==> src/include/sipc_defines.vh <==
// constants for the scroll, reduced-colour and pixel-format command decoder
`ifndef SIPC_DEFINES_VH
`define SIPC_DEFINES_VH

`define SIPC_OP_SCROLL_START  8'h37
`define SIPC_OP_RC_EXIT       8'h38
`define SIPC_OP_RC_ENTRY      8'h39
`define SIPC_OP_PIXFMT        8'h3a
`define SIPC_OP_MEM_WRITE     8'h2c
`define SIPC_OP_CONT_WRITE    8'h3c

`define SIPC_PIXFMT_RST       8'h66
`define SIPC_PTR_RST          9'h000
`define SIPC_PTR_MSB_POS      0
`define SIPC_RGB_FMT_HI       6
`define SIPC_RGB_FMT_LO       4
`define SIPC_CMD_FMT_HI       2
`define SIPC_CMD_FMT_LO       0
`define SIPC_FMT_MASK         8'h77
`define SIPC_FMT_16BPP        3'b101
`define SIPC_FMT_18BPP        3'b110
`define SIPC_LINE_ORDER_POS   4

`endif

==> src/rtl/sipc_cmd_decoder.v <==
// command decoder for scroll pointer, reduced-colour mode, pixel format and continue-write
`timescale 1ns/10ps
`include "sipc_defines.vh"

// What this block does
// - scroll pointer has two bytes: bit 8 in byte one bit 0, low eight next.
// - pointed memory line is first scrolled line after the top fixed region.
// - new pointer takes effect only at next frame start, avoiding tearing.
// - pointer zero after hardware reset, unchanged by software reset.
// - reduced-colour exit restores full colour and normal frame rate.
// - reduced-colour exit does nothing when already out of that mode.
// - reduced-colour entry shows eight colours from each primary's top bit.
// - while reduced, panel refreshes at the eight-colour frame rate.
// - reduction applies cleanly at a frame boundary, no artefact.
// - reduced mode stays until the exit command arrives.
// - reduced mode off after hardware and software reset.
// - format byte: bits 6..4 rgb port, bits 2..0 command port, 7 and 3 zero.
// - command-port code 101 is 16 bits per pixel, 110 is 18 bits.
// - rgb-port code 101 is 65k colours, 110 is 262k colours.
// - both pixel widths route incoming pixels through the lookup table.
// - format defaults 66h on hardware reset, unchanged by software reset.
// - opcode 3ch is decoded as continue-write followed by pixel bytes.
// - continue-write resumes after the previous write's last pixel.
// - line-order bit picks refresh direction; scroll mapping follows it.
module sipc_cmd_decoder (
  input  wire       clk,
  input  wire       rst,
  input  wire       sw_reset,
  input  wire       write_strobe,
  input  wire       cmd_param_select,
  input  wire [7:0] bus_data,
  input  wire       frame_start,
  input  wire       refresh_line_order,
  input  wire [8:0] scan_line,
  input  wire [8:0] top_fixed_lines,
  input  wire [8:0] scroll_area_lines,
  input  wire [5:0] pix_red,
  input  wire [5:0] pix_green,
  input  wire [5:0] pix_blue,
  output reg  [8:0] scroll_line_pointer,
  output reg  [8:0] mem_line,
  output reg        reduced_color,
  output reg        reduced_frame_rate,
  output reg  [5:0] disp_red,
  output reg  [5:0] disp_green,
  output reg  [5:0] disp_blue,
  output reg  [7:0] pixel_format,
  output reg        cmd_16bpp,
  output reg        rgb_65k,
  output reg        lut_enable,
  output reg        cont_write_active,
  output reg        pixel_byte_valid,
  output reg  [7:0] pixel_byte
);

  localparam [3:0] ST_IDLE   = 4'b0001;
  localparam [3:0] ST_PTR_HI = 4'b0010;
  localparam [3:0] ST_PTR_LO = 4'b0100;
  localparam [3:0] ST_FMT    = 4'b1000;

  // collapse a 6-bit primary onto its msb for eight-colour output
  function [5:0] reduce6;
    input [5:0] v;
    begin
      reduce6 = {6{v[5]}};
    end
  endfunction

  // true when a three-bit colour format field holds the given code
  function fmt_is;
    input [2:0] fld;
    input [2:0] code;
    begin
      fmt_is = (fld == code);
    end
  endfunction

  reg  [3:0] state_r;
  reg  [3:0] state_nxt;
  reg        strobe_d_r;
  reg        ptr_msb_r;
  reg  [8:0] ptr_pending_r;
  reg        ptr_dirty_r;
  reg        rc_pending_r;
  reg        stream_r;
  reg  [8:0] rel_line;
  reg  [9:0] sum_line;
  reg  [8:0] scroll_off;
  reg  [8:0] sline;
  reg        in_scroll;

  wire strobe_rise = write_strobe & ~strobe_d_r;
  wire take_op     = strobe_rise & ~cmd_param_select;
  wire take_par    = strobe_rise & cmd_param_select;
  wire ptr_load    = take_par & (state_r == ST_PTR_LO);
  wire fmt_load    = take_par & (state_r == ST_FMT);
  wire op_is_cont  = (bus_data == `SIPC_OP_CONT_WRITE);

  always @*
  begin
    state_nxt = state_r;
    case (state_r)
      ST_IDLE, ST_PTR_HI, ST_PTR_LO, ST_FMT:
      begin
        if (take_op)
        begin
          case (bus_data)
            `SIPC_OP_SCROLL_START: state_nxt = ST_PTR_HI;
            `SIPC_OP_PIXFMT:       state_nxt = ST_FMT;
            default:               state_nxt = ST_IDLE;
          endcase
        end
        else if (take_par)
        begin
          case (state_r)
            ST_PTR_HI: state_nxt = ST_PTR_LO;
            default:   state_nxt = ST_IDLE;
          endcase
        end
      end
      default: state_nxt = ST_IDLE;
    endcase
  end

  // scroll mapping; direction follows the refresh order input
  always @*
  begin
    sline      = scan_line;
    rel_line   = 9'h000;
    sum_line   = 10'h000;
    scroll_off = 9'h000;
    in_scroll  = 1'b0;
    // bottom-to-top refresh mirrors the scan line inside the scroll area
    if (refresh_line_order)
      sline = scroll_area_lines - 9'h001 - scan_line;
    // compare at ten bits so top plus area cannot wrap
    in_scroll = ({1'b0, sline} >= {1'b0, top_fixed_lines})
             && ({1'b0, sline} < ({1'b0, top_fixed_lines} + {1'b0, scroll_area_lines}));
    if (in_scroll)
    begin
      rel_line   = sline - top_fixed_lines;
      scroll_off = scroll_line_pointer - top_fixed_lines;
      sum_line   = {1'b0, rel_line} + {1'b0, scroll_off};
      // one wrap suffices while the host keeps the pointer in the area
      if (sum_line >= {1'b0, scroll_area_lines})
        sum_line = sum_line - {1'b0, scroll_area_lines};
      sum_line = sum_line + {1'b0, top_fixed_lines};
    end
    else
    begin
      sum_line = {1'b0, sline};
    end
  end

  // strobe history and command sequencing
  always @(posedge clk or posedge rst)
  begin
    if (rst)
    begin
      strobe_d_r <= 1'b0;
      state_r    <= ST_IDLE;
    end
    else
    begin
      strobe_d_r <= write_strobe;
      if (sw_reset)
        state_r <= ST_IDLE;
      else
        state_r <= state_nxt;
    end
  end

  // pointer bytes are staged and applied only when a new scan begins
  always @(posedge clk or posedge rst)
  begin
    if (rst)
    begin
      ptr_msb_r           <= 1'b0;
      ptr_pending_r       <= `SIPC_PTR_RST;
      ptr_dirty_r         <= 1'b0;
      scroll_line_pointer <= `SIPC_PTR_RST;
    end
    else if (sw_reset)
    begin
      // pointer survives a software reset
      ptr_dirty_r <= ptr_dirty_r;
    end
    else
    begin
      if (take_par && state_r == ST_PTR_HI)
        ptr_msb_r <= bus_data[`SIPC_PTR_MSB_POS];
      if (frame_start && ptr_dirty_r)
        scroll_line_pointer <= ptr_pending_r;
      // a pointer completed in the frame-start cycle waits for the next scan
      if (ptr_load)
      begin
        ptr_pending_r <= {ptr_msb_r, bus_data};
        ptr_dirty_r   <= 1'b1;
      end
      else if (frame_start)
      begin
        ptr_dirty_r <= 1'b0;
      end
    end
  end

  // reduced-colour mode: requested at once, shown from the next scan
  always @(posedge clk or posedge rst)
  begin
    if (rst)
    begin
      rc_pending_r       <= 1'b0;
      reduced_color      <= 1'b0;
      reduced_frame_rate <= 1'b0;
    end
    else if (sw_reset)
    begin
      rc_pending_r       <= 1'b0;
      reduced_color      <= 1'b0;
      reduced_frame_rate <= 1'b0;
    end
    else
    begin
      if (take_op && bus_data == `SIPC_OP_RC_ENTRY)
        rc_pending_r <= 1'b1;
      else if (take_op && bus_data == `SIPC_OP_RC_EXIT)
        rc_pending_r <= 1'b0;
      // switching between scans keeps any frame from showing a mixed palette
      if (frame_start)
      begin
        reduced_color      <= rc_pending_r;
        reduced_frame_rate <= rc_pending_r;
      end
    end
  end

  // interface pixel format; kept across a software reset
  always @(posedge clk or posedge rst)
  begin
    if (rst)
    begin
      pixel_format <= `SIPC_PIXFMT_RST;
      cmd_16bpp    <= 1'b0;
      rgb_65k      <= 1'b0;
    end
    else if (!sw_reset && fmt_load)
    begin
      pixel_format <= bus_data & `SIPC_FMT_MASK;
      cmd_16bpp    <= fmt_is(bus_data[`SIPC_CMD_FMT_HI:`SIPC_CMD_FMT_LO],
                             `SIPC_FMT_16BPP);
      rgb_65k      <= fmt_is(bus_data[`SIPC_RGB_FMT_HI:`SIPC_RGB_FMT_LO],
                             `SIPC_FMT_16BPP);
    end
  end

  // 16 and 18 bpp both go through the lookup table; other codes bypass it
  always @(posedge clk or posedge rst)
  begin
    if (rst)
    begin
      lut_enable <= 1'b1;
    end
    else
    begin
      lut_enable <= fmt_is(pixel_format[`SIPC_CMD_FMT_HI:`SIPC_CMD_FMT_LO], `SIPC_FMT_16BPP)
                 || fmt_is(pixel_format[`SIPC_CMD_FMT_HI:`SIPC_CMD_FMT_LO], `SIPC_FMT_18BPP);
    end
  end

  // continue-write stream; any other opcode ends it
  always @(posedge clk or posedge rst)
  begin
    if (rst)
    begin
      stream_r          <= 1'b0;
      cont_write_active <= 1'b0;
      pixel_byte_valid  <= 1'b0;
      pixel_byte        <= 8'h00;
    end
    else
    begin
      pixel_byte_valid <= 1'b0;
      if (sw_reset)
      begin
        stream_r          <= 1'b0;
        cont_write_active <= 1'b0;
      end
      else if (take_op)
      begin
        stream_r          <= op_is_cont;
        cont_write_active <= op_is_cont;
      end
      else if (take_par && stream_r)
      begin
        // window counters outside keep their place between writes
        pixel_byte_valid <= 1'b1;
        pixel_byte       <= bus_data;
      end
    end
  end

  // memory line for the scan line, one cycle behind
  always @(posedge clk or posedge rst)
  begin
    if (rst)
    begin
      mem_line <= 9'h000;
    end
    else
    begin
      mem_line <= sum_line[8:0];
    end
  end

  // display path; uses the mode shown during the previous cycle
  always @(posedge clk or posedge rst)
  begin
    if (rst)
    begin
      disp_red   <= 6'h00;
      disp_green <= 6'h00;
      disp_blue  <= 6'h00;
    end
    else
    begin
      disp_red   <= reduced_color ? reduce6(pix_red) : pix_red;
      disp_green <= reduced_color ? reduce6(pix_green) : pix_green;
      disp_blue  <= reduced_color ? reduce6(pix_blue) : pix_blue;
    end
  end

endmodule

==> config.mk <==
export PLATFORM = sky130hd
export DESIGN_NAME = sipc_cmd_decoder
export DESIGN_NICKNAME = d
export VERILOG_FILES = /design/src/rtl/sipc_cmd_decoder.v
export VERILOG_INCLUDE_DIRS = /design/src /design/src/include
export SDC_FILE = /design/constraint.sdc
export NUM_CORES = 1
export LEC_CHECK = 0
export BUFFER_PORTS_ARGS = -buffer_cell sky130_fd_sc_hd__buf_2
export CAP_MARGIN = 15
export CORE_MARGIN = 10
export CORE_UTILIZATION = 45
export CTS_CLUSTER_SIZE = 8
export DETAILED_ROUTE_END_ITERATION = 10
export GPL_TIMING_DRIVEN = 0
export PLACE_DENSITY = 0.72
export SYNTH_ARGS = -nofsm -noshare
export SYNTH_HDL_FRONTEND = slang
export SYNTH_SLANG_ARGS = --single-unit
==> constraint.sdc <==
create_clock -name clk -period 8.5 [get_ports clk]
set_clock_uncertainty 0.05 [all_clocks]
set_input_delay 1.275 -clock clk [delete_from_list [all_inputs] [get_ports clk]]
set_output_delay 1.275 -clock clk [all_outputs]
set_load 0.03 [all_outputs]
==> out/summary.txt <==
Clock power frac - 19.9%
Register area share after synthesis - 32.83%
Hold path endpoint - cmd_16bpp
Root buf cell - clkbuf_16
# DRC - 0
Library cells used by synthesis - 56
Placed wire-length estimate - 11.80 mm
First-pass GRT wire length - 23.93 mm
Chip height - 131.4 um
H-tree depth - 3
FF-to-FF setup slack - 2200 ps
# fillers - 1095
Fin nets - 847
Final WS setup - 538.8 ps
Via count - 4666
Sw power - 0.0008201 W
Pwr Density - 292.3 nW/um^2
Worst Reg-to-Reg Cells - 31
Max Fclk - 0.1256 GHz
Total core area - 12060 sq um
Clock-pin slew on the worst setup and hold paths - 60 ps
CP arrival - 8140 ps
Ys async rst share - 100.0%
Port bufs - 114
Critical path fanouts, max - 10
Setup CP Type - input port to register
Clock buffer depth - 2
Placed Cells - 868
N_diodes - 0
Post-Syn Area - 5587 sq um
Die Area - 17270 sq um
Tightest Hold Check Type - register to register
GR Overflow Total - 0
Drt first-iter violations - 201
Cts hold-fix bufs - 0
Synth Flop Type - dfrtp_1
Yosys reg bits - 73
Die width - 131.4 um
Max_cap viols - 0
Relative slew slack - 40.40%
Vias per cell - 5.272
Routed Antenna Nets - 0
Final cycle utilization of the critical path - 93.66%
Status - finished clean
Flop pwr share - 19.7%
CTS Buf Count - 9
Critical Path Source Type - input port
Sw Ratio - 41.81%
Cell taking the most area after synthesis - dfrtp_1
Slew @ Worst Pin - 893.9 ps
Gr usage total - 16.49%
HP Start - cmd_16bpp
Crit end category - register
LEAKAGE - 3.536 nW
CTS tree - done
Pre-CTS setup slack - -113.4 ps
WL final - 14.47 mm
I/O Pins - 119
Top cells by area, synth - dfrtp_1 30%, ha_1 15%, mux2_2 7.1%
Max VDD drop - 175.6 uV
Hold WS - 442.9 ps
Clock sink count - 73
Max incr delay on CP - 420 ps
Maximum number of pins on one net before global-route repair - 74
P_int - 0.001141 W
Mapped Cells - 585
Slowest CP cell - fa_1
Syn Area/Cell - 9.550 sq um
Area growth, synth to finish - 20.11%
YS warnings - 0
Finished Layout Cells - 885
EDFF count, synth - 0
Worst Path Required - 8680 ps
Hold depth - 2
Critical R2R Capture - mem_line[8]
Hold Vio Cnt, Final - 0
Drt wl/cell - 16.35 um
R2r startpoint - scroll_line_pointer[0]
Post-route minimum period - 7961 ps
Fraction of layout cells with a size suffix above 1 - 26.36%
Antenna violations before repair - 0
GPL Wtd Cong - 0.8863
Total Power - 0.001961 W
Clk Latency, worst-skew pair - 340 ps
Yosys top cell area share - 30.01%
Pins over their slew limit - 0
Row count - 40
Vias in the first global route - 5081
Drt pass-1 iters - 4
Final Setup Violations - 0
Initial core utilization - 46.32%
Gate power share - 60.4%
==> state kept, by name, indices dropped and copies added (netlist names), 4 cells and up <==
register and cells:
disp_red 6, ptr_pending_r 9, state_r 4, pixel_format 6, disp_green 6, mem_line 9, scroll_line_pointer 9, pixel_byte 8
disp_blue 6
==> layout make-up <==
type | instances | area [sq um] | area share (%)
inverters | 61 | 231.5 | 3.450
well taps | 168 | 210.2 | 3.133
clock buffers | 10 | 239.0 | 3.561
repair buffers | 115 | 578.1 | 8.615
multi-input cells | 442 | 3501 | 52.17
plain buffers | 10 | 51.30 | 0.7645
clock inverters | 6 | 65.06 | 0.9696
flip-flops and latches | 73 | 1834 | 27.34
==> worst max-delay path by stage <==
stage	from	endpoint	slack [ps]	cells after the start
2_1_floorplan	scan_line[0]	mem_line[8]	990	38
3_3_place_gp	scan_line[0]	mem_line[8]	30	38
3_5_place_dp	scan_line[0]	mem_line[8]	-110	38
4_1_cts	scan_line[0]	mem_line[8]	210	38
5_1_grt	scan_line[1]	mem_line[8]	-10	36
6_report	scan_line[1]	mem_line[8]	540	34
==> through the flow <==
stage	cell area (sq um)	setup TNS (ps)	util, %
2_1_floorplan	5590	0	-
3_3_place_gp	6371	0	52.82
3_5_place_dp	6374	-113.4	52.84
4_1_cts	6678	0	55.36
5_1_grt	6710	-12.70	55.63
6_report	6710	0	55.63
==> power groups by stage <==
stage	Sequential, W	Clock, W	Combinational (W)
after floorplan	0.000447	0	0.000861
after global placement	0.000392	0	0.00111
after detailed placement	0.000393	0	0.00115
after CTS	0.000387	0.000396	0.00116
after global routing	0.000388	0.000410	0.00133
final	0.000387	0.000389	0.00118
==> cell usage in the layout, fill, tap and decap left out, drive strengths merged, types with 6 or more instances in the layout <==
| master | n |
|---|---|
| o21ai | 45 |
| nand3 | 6 |
| nor2b | 12 |
| fa | 7 |
| dfrtp | 67 |
| inv | 62 |
| buf | 121 |
| nor2 | 29 |
| nand3b | 8 |
| a21oi | 44 |
| clkbuf | 14 |
| a21o | 16 |
| xor2 | 18 |
| dfstp | 6 |
| mux2 | 42 |
| nor3 | 7 |
| ha | 68 |
| o21a | 8 |
| xnor2 | 29 |
| nand2 | 34 |
| mux2i | 7 |
| nand2b | 7 |
==> cell families (layout without fill, tap and decap cells) <==
| logic type | Yosys count | count (layout) | synth area share, % |
|---|---|---|---|
| adders and majority gates | 75 | 75 | 17.74 |
| and+or+nand+nor | 125 | 125 | 11.49 |
| muxes | 49 | 49 | 9.720 |
| buffers and inverters | 71 | 202 | 4.994 |
| xor gates and xnor gates | 47 | 47 | 7.368 |
| DFF | 73 | 73 | 32.83 |
| other | 1 | 2 | 0.06712 |
| AOI/OAI and AO/OA | 144 | 144 | 15.79 |
==> cells in the mapped netlist, types with 8 or more instances <==
master and instances:
a21o_1 16, a21oi_1 44, dfrtp_1 67, ha_1 68, inv_1 61, mux2_2 35
nand2_1 34, nand3b_1 8, nor2_1 29, nor2b_1 12, o21a_1 8, o21ai_0 42
xnor2_1 29, xor2_1 18
==> what timing repair did <==
item	CTS	global route
endpoints found under the hold margin	0	0
resized for setup	0	9
endpoints found under the setup margin	0	4
buffers inserted	0	1
==> per-layer routing <==
metal | part of all wire (%) | up-vias | GRT usage [%]
li1 | - | 2309 | -
met1 | 43 | 2205 | 19.05
met2 | 48 | 127 | 27.71
met3 | 6.8 | 25 | 4.726
met4 | 2.5 | 0 | 7.355
met5 | 0 | - | 0
==> worst max-delay path: cells and delay by family <==
family	cells	cell delay [ps]
XOR/XNOR	4	470
multiplexers	2	640
AND/OR/NAND/NOR	4	660
buffers and inverters	3	390
adder cells (fa/ha/maj)	6	1860
AO/OA/AOI/OAI	15	2840
Note: power is estimated with default switching activity, not from simulation.
